### src/fsrc_pkg.sv
// Constants shared by the suspend and resume control of the flash sequencer.
// Assumes command bytes arrive already decoded from the serial link as whole opcodes.
package fsrc_pkg;
	// Command opcodes that matter to suspend handling.
	localparam logic [7:0] CMD_WRITE_ENABLE = 8'h06;
	localparam logic [7:0] CMD_WRITE_DISABLE = 8'h04;
	localparam logic [7:0] CMD_STATUS_LOW_READ = 8'h05;
	localparam logic [7:0] CMD_STATUS_HIGH_READ = 8'h35;
	localparam logic [7:0] CMD_STATUS_INTERRUPT = 8'h25;
	localparam logic [7:0] CMD_WAKE_SIGNATURE = 8'hab;
	localparam logic [7:0] CMD_SOFT_RESET_ARM = 8'h66;
	localparam logic [7:0] CMD_SOFT_RESET = 8'h99;
	localparam logic [7:0] CMD_NO_OPERATION = 8'h00;
	localparam logic [7:0] CMD_RESUME_A = 8'h7a;
	localparam logic [7:0] CMD_RESUME_B = 8'h30;
	localparam logic [7:0] CMD_SUSPEND_A = 8'h75;
	localparam logic [7:0] CMD_SUSPEND_B = 8'hb0;
	localparam logic [7:0] CMD_PAGE_PROGRAM = 8'h02;
	localparam logic [7:0] CMD_PAGE_PROGRAM_DUAL = 8'ha2;
	localparam logic [7:0] CMD_PAGE_PROGRAM_QUAD = 8'h32;
	localparam logic [7:0] CMD_SECTOR_ERASE = 8'h20;
	localparam logic [7:0] CMD_BLOCK_ERASE = 8'hd8;
	// Status bit positions in the sixteen-bit status word.
	localparam int STAT_BUSY_BIT = 0;
	localparam int STAT_LATCH_BIT = 1;
	localparam int STAT_PSUS_BIT = 10;
	localparam int STAT_ESUS_BIT = 15;
	// Address geometry.
	localparam int ADDR_W = 24;
	localparam int SECTOR_LSB = 12;
	localparam int BLOCK_LSB = 16;
	// Register map offsets of the software port.
	localparam logic [3:0] OFF_STATUS = 4'h0;
	localparam logic [3:0] OFF_IRQ_STAT = 4'h1;
	localparam logic [3:0] OFF_IRQ_MASK = 4'h2;
	localparam logic [3:0] OFF_CONFIG = 4'h3;
	localparam logic [3:0] OFF_ACCEPT_CNT = 4'h4;
	// Interrupt event bit positions.
	localparam int EV_DONE = 0;
	localparam int EV_REFUSE = 1;
	localparam int EV_RESUME = 2;
	localparam int EV_SUSPEND = 3;
	localparam int EV_N = 4;
	// Reset values.
	localparam logic [EV_N-1:0] IRQ_MASK_RST = 4'h0;
	localparam logic [1:0] CONFIG_RST = 2'h0;
	// Timing of the array operations at a 50 MHz mclk.
	localparam int MCLK_MHZ = 50;
	localparam int PROG_TIME_US = 500;
	localparam int ERASE_TIME_US = 60000;
	localparam int PROG_CYCLES = PROG_TIME_US * MCLK_MHZ;
	localparam int ERASE_CYCLES = ERASE_TIME_US * MCLK_MHZ;
	// Operation kinds.
	typedef enum logic [1:0] {FSRC_OP_PROG, FSRC_OP_SECT, FSRC_OP_BLOCK} fsrc_op_t;
endpackage

### src/fsrc_core.sv
// Suspend and resume control of the program and erase sequencer of a serial NOR flash.
// Assumes the serial front end delivers each complete opcode with its address as one
// pulse on cmd_valid, and that command bytes are synchronous to mclk.
// Functional notes
// While suspended, accept reset-enable 66H, reset 99H and no-operation 00H.
// While suspended, also accept status interrupt 25H and wake signature ABH.
// Allow page program of unprotected memory while an erase is suspended.
// Refuse page program into the suspended erase's sector or block.
// Host sends write enable before every page program, also during erase suspend.
// A program inside erase suspend cannot be suspended; host lets it finish.
// That program shows latch and busy as 1, both clear at completion.
// Erase suspend flag is status bit 15, program suspend flag is bit 10.
// Resume restarts whichever program or erase is suspended.
// Host checks no page program runs before resuming an erase.
// On resume, latch and busy go to 1 and the suspend flag clears.
// Resumed operation runs until it finishes or another suspend arrives.
// Host waits the resume-to-suspend time before another suspend.
// Resume with no suspend flag set is ignored, status unchanged.
`timescale 1ns/1ns
module fsrc_core
	import fsrc_pkg::*;
#(
	parameter int PROG_CNT = fsrc_pkg::PROG_CYCLES,
	parameter int ERASE_CNT = fsrc_pkg::ERASE_CYCLES
) (
	// Clock and reset.
	input wire logic mclk,
	input wire logic reset_n,
	// Decoded commands from the serial front end.
	input wire logic cmd_valid,
	input wire logic [7:0] cmd_code,
	input wire logic [fsrc_pkg::ADDR_W-1:0] cmd_addr,
	input wire logic addr_protected,
	// Software register port.
	input wire logic [3:0] reg_addr,
	input wire logic [15:0] reg_wdata,
	input wire logic reg_wr,
	input wire logic reg_rd,
	output logic [15:0] reg_rdata,
	// Status and events.
	output logic [15:0] status_word,
	output logic cmd_accepted,
	output logic cmd_refused,
	output logic soft_reset,
	output logic irq
);
	import fsrc_pkg::*;

	typedef enum logic [2:0] {ST_IDLE, ST_BUSY, ST_SUSPENDED, ST_NEST_PROG} fsrc_state_t;

	fsrc_state_t state_reg, state_next;
	fsrc_op_t op_reg;
	logic [ADDR_W-1:0] op_addr_reg;
	logic wel_reg, wel_next;
	logic reset_armed_reg;
	logic [1:0] config_reg;
	logic [15:0] accept_cnt_reg;
	logic main_load, nest_load, main_running, nest_running, main_done, nest_done;
	logic [EV_N-1:0] irq_status, irq_mask;
	logic irq_int;

	// Opcode classes.
	wire is_latch_set = cmd_code == CMD_WRITE_ENABLE;
	wire is_latch_clear = cmd_code == CMD_WRITE_DISABLE;
	wire is_pp = (cmd_code == CMD_PAGE_PROGRAM) || (cmd_code == CMD_PAGE_PROGRAM_DUAL)
		|| (cmd_code == CMD_PAGE_PROGRAM_QUAD);
	wire is_se = cmd_code == CMD_SECTOR_ERASE;
	wire is_be = cmd_code == CMD_BLOCK_ERASE;
	wire is_resume = (cmd_code == CMD_RESUME_A) || (cmd_code == CMD_RESUME_B);
	wire is_suspend = (cmd_code == CMD_SUSPEND_A) || (cmd_code == CMD_SUSPEND_B);
	wire is_arm = cmd_code == CMD_SOFT_RESET_ARM;
	wire is_rst = cmd_code == CMD_SOFT_RESET;
	wire is_no_op = cmd_code == CMD_NO_OPERATION;
	wire is_misc_ok = (cmd_code == CMD_STATUS_INTERRUPT) || (cmd_code == CMD_WAKE_SIGNATURE)
		|| (cmd_code == CMD_STATUS_LOW_READ) || (cmd_code == CMD_STATUS_HIGH_READ);

	// Suspend flags follow directly from state and the kind of suspended operation.
	wire suspended = (state_reg == ST_SUSPENDED) || (state_reg == ST_NEST_PROG);
	wire prog_susp = suspended && (op_reg == FSRC_OP_PROG);
	wire erase_susp = suspended && (op_reg != FSRC_OP_PROG);

	// Sector or block clash with the suspended erase.
	wire same_sector = cmd_addr[ADDR_W-1:SECTOR_LSB] == op_addr_reg[ADDR_W-1:SECTOR_LSB];
	wire same_block = cmd_addr[ADDR_W-1:BLOCK_LSB] == op_addr_reg[ADDR_W-1:BLOCK_LSB];
	wire erase_clash = (op_reg == FSRC_OP_SECT) ? same_sector : same_block;

	// Commands legal in a suspend of either kind, outside a nested program.
	wire susp_common_ok = is_arm || is_rst || is_no_op || is_misc_ok
		|| is_latch_set || is_latch_clear;
	wire nested_pp_ok = (state_reg == ST_SUSPENDED) && erase_susp && is_pp && wel_reg
		&& !addr_protected && !erase_clash;
	wire resume_ok = (state_reg == ST_SUSPENDED) && is_resume;
	wire idle_start_ok = (state_reg == ST_IDLE) && wel_reg && !addr_protected
		&& (is_pp || is_se || is_be);
	wire suspend_ok = (state_reg == ST_BUSY) && is_suspend && !config_reg[0];

	// A command is refused when it is outside the set allowed in the present state.
	wire accept_now = cmd_valid && (
		(state_reg == ST_IDLE && (!(is_pp || is_se || is_be) || idle_start_ok)
			&& !is_suspend && !is_resume) ||
		(state_reg == ST_BUSY && (is_misc_ok || is_suspend && suspend_ok || is_rst || is_arm
			|| is_no_op)) ||
		(state_reg == ST_SUSPENDED && (susp_common_ok || nested_pp_ok || resume_ok)) ||
		(state_reg == ST_NEST_PROG && (is_misc_ok || is_rst || is_arm || is_no_op)));
	wire refuse_now = cmd_valid && !accept_now;
	wire do_reset = cmd_valid && is_rst && reset_armed_reg;

	// Next state of the sequencer.
	always_comb begin
		state_next = state_reg;
		case (state_reg)
			ST_IDLE: begin
				if (cmd_valid && idle_start_ok)
					state_next = ST_BUSY;
			end
			ST_BUSY: begin
				if (main_done)
					state_next = ST_IDLE;
				else if (cmd_valid && suspend_ok)
					state_next = ST_SUSPENDED;
			end
			ST_SUSPENDED: begin
				if (cmd_valid && resume_ok)
					state_next = ST_BUSY;
				else if (cmd_valid && nested_pp_ok)
					state_next = ST_NEST_PROG;
			end
			ST_NEST_PROG: begin
				if (nest_done)
					state_next = ST_SUSPENDED;
			end
			default: state_next = ST_IDLE;
		endcase
		if (do_reset)
			state_next = ST_IDLE;
	end

	// Write enable latch: set by write enable, operation start and resume, cleared by write disable, completion and soft reset.
	always_comb begin
		wel_next = wel_reg;
		if (cmd_valid && accept_now && is_latch_set)
			wel_next = 1'b1;
		else if (cmd_valid && accept_now && is_latch_clear)
			wel_next = 1'b0;
		if (cmd_valid && (idle_start_ok || nested_pp_ok))
			wel_next = 1'b1;
		if (cmd_valid && resume_ok)
			wel_next = 1'b1;
		if (main_done || nest_done)
			wel_next = 1'b0;
		if (do_reset)
			wel_next = 1'b0;
	end

	wire wip_next = (state_next == ST_BUSY) || (state_next == ST_NEST_PROG);
	wire suspending = cmd_valid && suspend_ok && !main_done;
	assign main_load = cmd_valid && idle_start_ok;
	assign nest_load = cmd_valid && nested_pp_ok;
	wire main_hold = state_next != ST_BUSY;
	wire [EV_N-1:0] events = {suspending, cmd_valid && resume_ok, refuse_now,
		main_done || nest_done};
	wire [15:0] status_next = {erase_susp_n(state_next, op_reg, main_load), 4'h0,
		prog_susp_n(state_next, op_reg, main_load), 8'h00, wel_next, wip_next};

	// Suspend flag helpers use the next state so the flags move with the status.
	function automatic logic erase_susp_n(fsrc_state_t s, fsrc_op_t o, logic ld);
		erase_susp_n = (s == ST_SUSPENDED || s == ST_NEST_PROG) && o != FSRC_OP_PROG && !ld;
	endfunction
	function automatic logic prog_susp_n(fsrc_state_t s, fsrc_op_t o, logic ld);
		prog_susp_n = (s == ST_SUSPENDED || s == ST_NEST_PROG) && o == FSRC_OP_PROG && !ld;
	endfunction

	// Register read decode.
	wire [15:0] rd_mux =
		(reg_addr == OFF_STATUS) ? status_word :
		(reg_addr == OFF_IRQ_STAT) ? {12'h000, irq_status} :
		(reg_addr == OFF_IRQ_MASK) ? {12'h000, irq_mask} :
		(reg_addr == OFF_CONFIG) ? {14'h0000, config_reg} :
		(reg_addr == OFF_ACCEPT_CNT) ? accept_cnt_reg : 16'h0000;

	// Operation record, captured when an array operation starts from idle.
	always_ff @(posedge mclk or negedge reset_n) begin
		if (!reset_n) begin
			op_reg <= FSRC_OP_PROG;
			op_addr_reg <= '0;
		end else if (main_load) begin
			op_reg <= is_pp ? FSRC_OP_PROG : (is_se ? FSRC_OP_SECT : FSRC_OP_BLOCK);
			op_addr_reg <= cmd_addr;
		end
	end

	// Sequencer state, latch and visible status.
	always_ff @(posedge mclk or negedge reset_n) begin
		if (!reset_n) begin
			state_reg <= ST_IDLE;
			wel_reg <= 1'b0;
			status_word <= 16'h0000;
		end else begin
			state_reg <= state_next;
			wel_reg <= wel_next;
			status_word <= status_next;
		end
	end

	// Reset arming: any command other than the arm command 66H disarms it, the reset itself included.
	always_ff @(posedge mclk or negedge reset_n) begin
		if (!reset_n)
			reset_armed_reg <= 1'b0;
		else if (cmd_valid)
			reset_armed_reg <= is_arm;
	end

	// Command answer pulses and the software reset strobe.
	always_ff @(posedge mclk or negedge reset_n) begin
		if (!reset_n) begin
			cmd_accepted <= 1'b0;
			cmd_refused <= 1'b0;
			soft_reset <= 1'b0;
		end else begin
			cmd_accepted <= accept_now;
			cmd_refused <= refuse_now;
			soft_reset <= do_reset;
		end
	end

	// Software registers; the counter shows how many commands were accepted.
	always_ff @(posedge mclk or negedge reset_n) begin
		if (!reset_n) begin
			config_reg <= CONFIG_RST;
			accept_cnt_reg <= 16'h0000;
			reg_rdata <= 16'h0000;
		end else begin
			if (reg_wr && reg_addr == OFF_CONFIG)
				config_reg <= reg_wdata[1:0];
			if (accept_now)
				accept_cnt_reg <= accept_cnt_reg + 16'h0001;
			reg_rdata <= reg_rd ? rd_mux : 16'h0000;
		end
	end

	// Main operation timer pauses while suspended and continues on resume.
	fsrc_op_timer #(.CNT_W(32)) main_timer (
		.mclk(mclk),
		.reset_n(reset_n),
		.load(main_load),
		.load_value(is_pp ? 32'(PROG_CNT) : 32'(ERASE_CNT)),
		.hold(main_hold),
		.abort(do_reset),
		.running(main_running),
		.done(main_done)
	);

	// Nested program timer; nothing may hold it, so only a soft reset stops it before the end.
	fsrc_op_timer #(.CNT_W(32)) nest_timer (
		.mclk(mclk),
		.reset_n(reset_n),
		.load(nest_load),
		.load_value(32'(PROG_CNT)),
		.hold(1'b0),
		.abort(do_reset),
		.running(nest_running),
		.done(nest_done)
	);

	// Interrupt status and mask.
	fsrc_irq #(.N(EV_N)) irq_unit (
		.mclk(mclk),
		.reset_n(reset_n),
		.events(events),
		.clear_wr(reg_wr && reg_addr == OFF_IRQ_STAT),
		.clear_bits(reg_wdata[EV_N-1:0]),
		.mask_wr(reg_wr && reg_addr == OFF_IRQ_MASK),
		.mask_data(reg_wdata[EV_N-1:0]),
		.status(irq_status),
		.mask(irq_mask),
		.irq(irq_int)
	);
	assign irq = irq_int;
endmodule

### src/fsrc_op_timer.sv
// Busy timer for one array operation that can be paused and continued.
// Assumes start, hold and load never coincide with reset release hazards; single mclk.
`timescale 1ns/1ns
module fsrc_op_timer #(
	parameter int CNT_W = 32
) (
	// Clock and reset.
	input wire logic mclk,
	input wire logic reset_n,
	// Control.
	input wire logic load,
	input wire logic [CNT_W-1:0] load_value,
	input wire logic hold,
	input wire logic abort,
	// Status.
	output logic running,
	output logic done
);
	logic [CNT_W-1:0] count_reg;
	wire counting = (count_reg != '0) && !hold;

	// Counter keeps its value while paused, so a resumed operation finishes the remainder.
	always_ff @(posedge mclk or negedge reset_n) begin
		if (!reset_n) begin
			count_reg <= '0;
			done <= 1'b0;
		end else begin
			done <= counting && (count_reg == {{(CNT_W-1){1'b0}}, 1'b1}) && !abort && !load;
			if (abort)
				count_reg <= '0;
			else if (load)
				count_reg <= load_value;
			else if (counting)
				count_reg <= count_reg - 1'b1;
		end
	end

	assign running = (count_reg != '0);
endmodule

### src/fsrc_irq.sv
// Sticky interrupt status with write-one-to-clear and a mask onto one level output.
// Assumes events are one-cycle pulses in the mclk domain.
`timescale 1ns/1ns
module fsrc_irq #(
	parameter int N = 4
) (
	// Clock and reset.
	input wire logic mclk,
	input wire logic reset_n,
	// Events and software access.
	input wire logic [N-1:0] events,
	input wire logic clear_wr,
	input wire logic [N-1:0] clear_bits,
	input wire logic mask_wr,
	input wire logic [N-1:0] mask_data,
	// Results.
	output logic [N-1:0] status,
	output logic [N-1:0] mask,
	output logic irq
);
	// A set arriving in the clearing cycle wins so that no event is lost.
	wire [N-1:0] status_next = (status & ~(clear_wr ? clear_bits : '0)) | events;

	always_ff @(posedge mclk or negedge reset_n) begin
		if (!reset_n) begin
			status <= '0;
			mask <= '0;
			irq <= 1'b0;
		end else begin
			status <= status_next;
			if (mask_wr)
				mask <= mask_data;
			irq <= |(status_next & (mask_wr ? mask_data : mask));
		end
	end
endmodule

### config.mk
export PLATFORM = sky130hd
export DESIGN_NAME = fsrc_core
export DESIGN_NICKNAME = d
export VERILOG_FILES = /design/src/fsrc_pkg.sv /design/src/fsrc_core.sv /design/src/fsrc_op_timer.sv /design/src/fsrc_irq.sv
export SDC_FILE = /design/constraint.sdc
export NUM_CORES = 1
export LEC_CHECK = 0
export BUFFER_PORTS_ARGS = -buffer_cell sky130_fd_sc_hd__buf_2
export CORE_ASPECT_RATIO = 0.75
export CORE_MARGIN = 1
export CORE_UTILIZATION = 30
export CTS_CLUSTER_DIAMETER = 120
export DETAILED_ROUTE_END_ITERATION = 10
export GPL_TIMING_DRIVEN = 0
export PLACE_DENSITY = 0.45
export SETUP_SLACK_MARGIN = 0.3
export SYNTH_ARGS = -nofsm -noshare
export SYNTH_HDL_FRONTEND = slang
export SYNTH_SLANG_ARGS = --single-unit
### constraint.sdc
create_clock -name mclk -period 3.4 [get_ports mclk]
set_clock_uncertainty 0.1 [all_clocks]
set_input_delay 0.68 -clock mclk [delete_from_list [all_inputs] [get_ports mclk]]
set_output_delay 0.68 -clock mclk [all_outputs]
set_load 0.02 [all_outputs]
==> results by group, run 1 <==
Outcome
  • Status: finished, final reports clean

Floorplan
  • Placement Rows: 48
  • # IOs: 94
  • Starting Density: 30.5%
  • Die extent in x: 178 um
  • Die Ht: 134 um
  • Full die area: 24,000 um^2
  • Core area: 22,900 um^2

Placement
  • Pre-CTS WS: -0.293 ns
  • Dpl hpwl: 12,100 um
  • IO buf count: 53
  • Cells after DPL: 1,068
  • GPL Wtd Cong: 0.838
  • Dpl cell area: 7750 um^2

CTS
  • Sinks on Clock Net: 134
  • Clock slew at reported path FFs: 0.06 ns
  • Skew-Pair Late Insertion Delay: 0.43 ns
  • CTS Buffer Depth: 2
  • H-tree levels: 4
  • CTS tree: yes
  • TritonCTS Buffers: 17
  • Root Buffer: clkbuf_16

Synth
  • Register bit total from synthesis: 134
  • Syn. warnings: 0
  • Post-synthesis cell area: 7010 um^2
  • Number of enable flip-flop cells after synthesis: 0
  • Area contributors post-synth: dfrtp_1 (48%), xor2_1 (5.1%), nor2_1 (4.6%), xnor2_1 (3.3%), mux2_2 (3.2%)
  • Top-area cell type share of the netlist area: 47.9%
  • Post-synthesis async set-or-reset flop share: 100%
  • Sequential element share of the synthesized area: 47.9%
  • Post-synth cell types: 78
  • Cells after synthesis: 702
  • Ys flop type: dfrtp_1
  • Synth area leader: dfrtp_1
  • Syn avg cell area: 9.98 um^2

Global route
  • Vias in the first global route: 5,366
  • Met3 GRT Util: 3.57%
  • Met1 GRT Util: 22.4%
  • Global route hottest layer: met1
  • Grt total ovfl: 0
  • First-pass GRT wire length: 28,300 um
  • Initial antenna violation count: 0
  • Largest net degree at the start of global routing: 96
  • Total track usage: 15.2%
  • Grt met2 use: 21.3%

Cells and area
  • Most common cell after layout, fill and taps aside: dfrtp_1
  • Layout cells sized above 1: 24.8%
  • Most frequent cells in the layout: dfrtp_1 (132), nor2_1 (82), buf_2 (55)
  • N_diodes: 0
  • Post-route design area: 8730 um^2
  • Fin cells: 1,120
  • Fillers: 2,296
  • Area Growth Syn to Fin: 24.5%
  • Util after Layout: 38.0%
  • Final #Nets: 870

Critical path
  • Critical Path Source: nest_timer.count_reg[18]
  • CP Class: reg2reg
  • Crit Path Max Fanout: 7
  • Reg-to-reg endpoint: nest_timer.count_reg[23]
  • R2r worst-path depth: 10
  • Crit path to: nest_timer.count_reg[23]
  • Arr. time, crit path: 3.28 ns
  • Crit path required time: 3.60 ns
  • R2r setup slk: 0.32 ns
  • CP Launch Type: flip-flop
  • FF-to-FF Start: nest_timer.count_reg[18]
  • Worst Setup End Kind: flip-flop

Routing
  • Post-route antenna net violation count: 0
  • Post-Route WL: 17,300 um
  • Post-route DRC violation count: 0
  • DRT iter0 DRCs: 340
  • First-pass DRT Iterations: 5
  • Vias per std cell: 5.00
  • WL per Instance: 15.5 um
  • Vias: 5,598

STA
  • # setup viols final: 0
  • Final hold vios: 0
  • Final worst path period share: 90.7%
  • Rel. slew slack: 24.5%
  • Pins over their slew limit: 0
  • Max Clock Freq: 324 MHz
  • Final WS setup: 0.315 ns
  • TNS Setup: 0 ns
  • Measured slew at the worst slew-check pin: 1.12 ns
  • Min Tclk post-route: 3.08 ns
  • RSZ-0062 raised after global routing: yes

Flow run
  • Max-cap violation count: 0

Pwr
  • Peak VDD IR: 0.322 mV
  • Logic gate share of total power: 8.6%
  • Clock Power Share: 49.0%
  • Switching Fraction: 24.3%
  • Static Leakage: 3.92 nW
  • Internal Pwr Total: 3.10 mW
  • Sw Pwr: 0.993 mW
  • Sequential Power Share: 42.4%
  • Pwr per Cell Area: 469 nW/um^2

Worst hold path
  • Hold Crit Class: in2async
## worst min path at each step
stage	end	cells past startpoint	slack (ns)	start
global placement	accept_cnt_reg[15]	1	0.36	accept_cnt_reg[15]
CTS	reg_rdata[9]	1	0.06	reset_n
global route	reg_rdata[9]	1	0.08	reset_n
floorplan	accept_cnt_reg[0]	0	0.28	reset_n
detailed placement	accept_cnt_reg[15]	1	0.37	accept_cnt_reg[15]
finish	reg_rdata[9]	1	0.07	reset_n
## timing repair
| action | CTS | global route |
|---|---|---|
| hold buffers | 0 | 0 |
| setup buffers | 6 | 14 |
| endpoints found under the setup margin | 51 | 70 |
| pin swaps | 6 | 16 |
| gates resized for setup | 10 | 38 |
## synthesized netlist by cell type, drive strengths merged (10+ instances only)
| master | count |
|---|---|
| nor4 | 12 |
| nor2 | 85 |
| inv | 14 |
| nor3 | 26 |
| or3 | 19 |
| and2 | 14 |
| nand4 | 18 |
| nand3 | 29 |
| a21oi | 35 |
| mux2 | 21 |
| buf | 23 |
| xor2 | 41 |
| xnor2 | 26 |
| nand2b | 12 |
| nand2 | 40 |
| clkbuf | 21 |
| or4 | 18 |
| a31oi | 10 |
| dfrtp | 134 |
## layout make-up
cell class	count	area, um^2	area share (%)
Buffer	44	267	3.05
Clock buffer	21	470	5.39
Clock inverter	11	171	1.96
Inverter	15	56.3	0.645
Multi-Input combinational cell	521	3570	40.9
Sequential cell	134	3360	38.5
Tap cell	300	375	4.30
Timing Repair Buffer	74	462	5.29
## layer usage
layer / vias to the layer above / routed length, um
li1: 2690 / -
met1: 2756 / 8830
met2: 137 / 7410
met3: 15 / 907
met4: 0 / 182
met5: - / 0
## kinds of logic after synthesis
group | count (synthesis) | share of synthesized area, %
compound gates | 98 | 10.1
xor+xnor | 67 | 8.37
fa+ha+maj | 5 | 0.893
buf+inv | 59 | 4.05
flops | 134 | 47.9
mux | 26 | 4.45
other cells | 1 | 0.0535
simple gates | 312 | 24.2
## metrics by stage
stage	hold WS (ns)	power (mW)
after global placement	0.364	2.09
final	0.0652	4.09
after floorplan	0.284	1.97
after detailed placement	0.367	2.11
after CTS	0.0630	4.14
after global routing	0.0814	4.27
## power by group through the flow
stage,clock (mW),sequential [mW],combinational [mW]
2_1_floorplan,0,1.76,0.212
3_3_place_gp,0,1.76,0.331
3_5_place_dp,0,1.76,0.344
4_1_cts,2.05,1.74,0.349
5_1_grt,2.13,1.75,0.394
6_report,2.01,1.74,0.351
## critical path, cell delays in order (launching register included)
cell       delay (ns)
dfrtp_1          0.40
or4_4            0.58
or4_4            0.43
buf_6            0.14
nor4_4           0.25
nand4_1          0.27
o2111ai_4        0.41
buf_4            0.17
nor2_1           0.04
xnor2_1          0.12
nor2_1           0.05
No activity file was read; power rests on OpenSTA's default activity.
==> run 2, diff against run 1 <==
- clock period: 3.4 -> 3.7 ns (I/O delays scaled with it)
==> run 2 against run 1 <==
  * Non-clock buffer count is 18 lower
  * Critical path depth is 1 lower
  * Flip-flop and latch count stayed put
  * Global-route usage is 0.34 points lower
  * Count of clock-buffer cells in the layout is 1 lower
  * Hold slack better by 0.071 ns
  * Die area stayed put
  * Highest routed layer unchanged
  * Largest cell class unchanged
  * Core utilization is 1.0 points lower
  * Cell count is 1.6% lower
==> results by group, run 2 (same netlist as run 1, synthesis figures left out) <==
Floorplan
  • Die Ht: 134 um
  • Placement Rows: 48
  • Starting Density: 30.5%
  • Core area: 22,900 um^2
  • # IOs: 94
  • Die extent in x: 178 um
  • Full die area: 24,000 um^2

Global route
  • First-pass GRT wire length: 27,800 um
  • Total track usage: 14.9%
  • Largest net degree at the start of global routing: 91
  • Vias in the first global route: 5,404
  • Initial antenna violation count: 0
  • Grt total ovfl: 0

CTS
  • CTS tree: yes
  • TritonCTS Buffers: 17
  • CTS Buffer Depth: 2
  • Skew-Pair Late Insertion Delay: 0.42 ns
  • H-tree levels: 4
  • Root Buffer: clkbuf_16
  • Clock slew at reported path FFs: 0.06 ns
  • Sinks on Clock Net: 134
  • Quantity of hold-fixing buffers added after cts: 0

Cells and area
  • Layout cells sized above 1: 19.8%
  • Fillers: 2,298
  • Final #Nets: 852
  • Post-route design area: 8490 um^2
  • Util after Layout: 37.0%
  • Most frequent cells in the layout: dfrtp_1 (134), nor2_1 (85), buf_2 (60)
  • Area of the multi-input gates: 3470 um^2
  • Area Growth Syn to Fin: 21.2%
  • Most common cell after layout, fill and taps aside: dfrtp_1
  • Sequential Area: 3350 um^2
  • N_diodes: 0

Routing
  • DRT iter0 DRCs: 406
  • Post-route DRC violation count: 0
  • WL per Instance: 15.3 um
  • First-pass DRT Iterations: 5
  • Vias per std cell: 4.99
  • Post-route antenna net violation count: 0
  • Post-Route WL: 16,900 um
  • Vias: 5,502

STA
  • # setup viols final: 0
  • RSZ-0062 raised after global routing: yes
  • Measured slew at the worst slew-check pin: 1.08 ns
  • Max Clock Freq: 307 MHz
  • Final hold vios: 0
  • Final worst path period share: 88.0%
  • Min Tclk post-route: 3.25 ns
  • TNS Setup: 0 ns
  • Rel. slew slack: 27.5%
  • Pins over their slew limit: 0

Critical path
  • R2r worst-path depth: 9
  • FF-to-FF Start: main_timer.count_reg[20]
  • Critical path's slowest cell: or4_1
  • CP Launch Type: input pin
  • CP top delay family: simple AND/OR/NAND/NOR gates
  • CP Depth: 9
  • Max stage delay on crit path: 0.51 ns
  • CP Class: in2reg
  • Crit Path Max Fanout: 9
  • R2r setup slk: 0.48 ns
  • Arr. time, crit path: 3.48 ns
  • Reg-to-reg endpoint: main_timer.count_reg[19]
  • CP Cell Sequence: buf_2 > or2_1 > or3_1 > nor2_1 > nand4_4 > a41oi_4 > nand2_2 > or4_1 > a31oi_1
  • Worst Setup End Kind: flip-flop
  • Crit path required time: 3.93 ns
  • WP buf/inv: 1

Pwr
  • Pwr per Cell Area: 461 nW/um^2
  • Total power draw: 3.91 mW
  • Static Leakage: 3.81 nW
  • Peak VDD IR: 0.305 mV

Placement
  • IO buf count: 53
  • Dpl cell area: 7730 um^2
  • GPL Wtd Cong: 0.797
  • Dpl hpwl: 12,000 um

Flow run
  • Max-cap violation count: 0

Worst hold path
  • Hold Crit Class: in2async

Outcome
  • Status: finished, final reports clean
==> run 2: changes by cell type in the layout (fill, tap and decap cells not counted), moves of 3 or more <==
cell        change
bufinv_16       +3
buf_4          -19
clkbuf_1        +8
or4_1           +5
nor2_1          +3
buf_2           +5
or4_4           -5
clkbuf_2        -7
clkinvlp_4      -5
nor2_2          -3
==> run 2: worst max-delay path by stage <==
| stage | from | endpoint | slack [ns] |
|---|---|---|---|
| final | cmd_code[0] | main_timer.count_reg[13] | 0.45 |
| after global routing | cmd_code[7] | main_timer.count_reg[13] | 0.26 |
| after CTS | cmd_code[1] | main_timer.count_reg[14] | 0.31 |
| after detailed placement | cmd_code[1] | main_timer.count_reg[14] | -0.13 |
| after global placement | reset_n | main_timer.count_reg[26] | -0.11 |
| after floorplan | cmd_code[5] | main_timer.count_reg[13] | 0.47 |
==> run 2: repair_timing <==
action | CTS | global route
setup endpoints to repair | 0 | 47
resized for setup | 0 | 10
buffers inserted | 0 | 2
hold endpoints to repair | 0 | 0
==> run 2: stage by stage <==
stage | setup WS [ns] | instances | hold WS, ns
3_3_place_gp | -0.110 | 1067 | 0.365
4_1_cts | 0.309 | 1100 | 0.142
6_report | 0.445 | 1102 | 0.136
3_5_place_dp | -0.133 | 1068 | 0.372
5_1_grt | 0.258 | 1102 | 0.150
2_1_floorplan | 0.471 | 714 | 0.344
==> run 2: report_power, final <==
part	leakage (nW)	total, mW	switching [mW]	internal (mW)
combinational	1.74	0.314	0.188	0.126
clock	0.339	2.00	0.642	1.35
sequential	1.73	1.60	0.0638	1.54
==> run 2: cell type report <==
type / instances / area share (%)
Clock buffer: 20 / 5.26
Clock inverter: 12 / 2.90
Multi-Input combinational cell: 521 / 40.8
Inverter: 15 / 0.663
Tap cell: 300 / 4.42
Sequential cell: 134 / 39.5
Buffer: 44 / 2.71
Timing Repair Buffer: 56 / 3.70
==> run 2: routing by layer <==
| layer | vias to the layer above | wire length (um) | GRT usage, % |
|---|---|---|---|
| met2 | 122 | 7630 | 22.6 |
| met3 | 11 | 772 | 3.54 |
| met5 | - | 0 | 0 |
| met1 | 2712 | 8330 | 20.9 |
| li1 | 2657 | - | - |
| met4 | 0 | 121 | 4.05 |
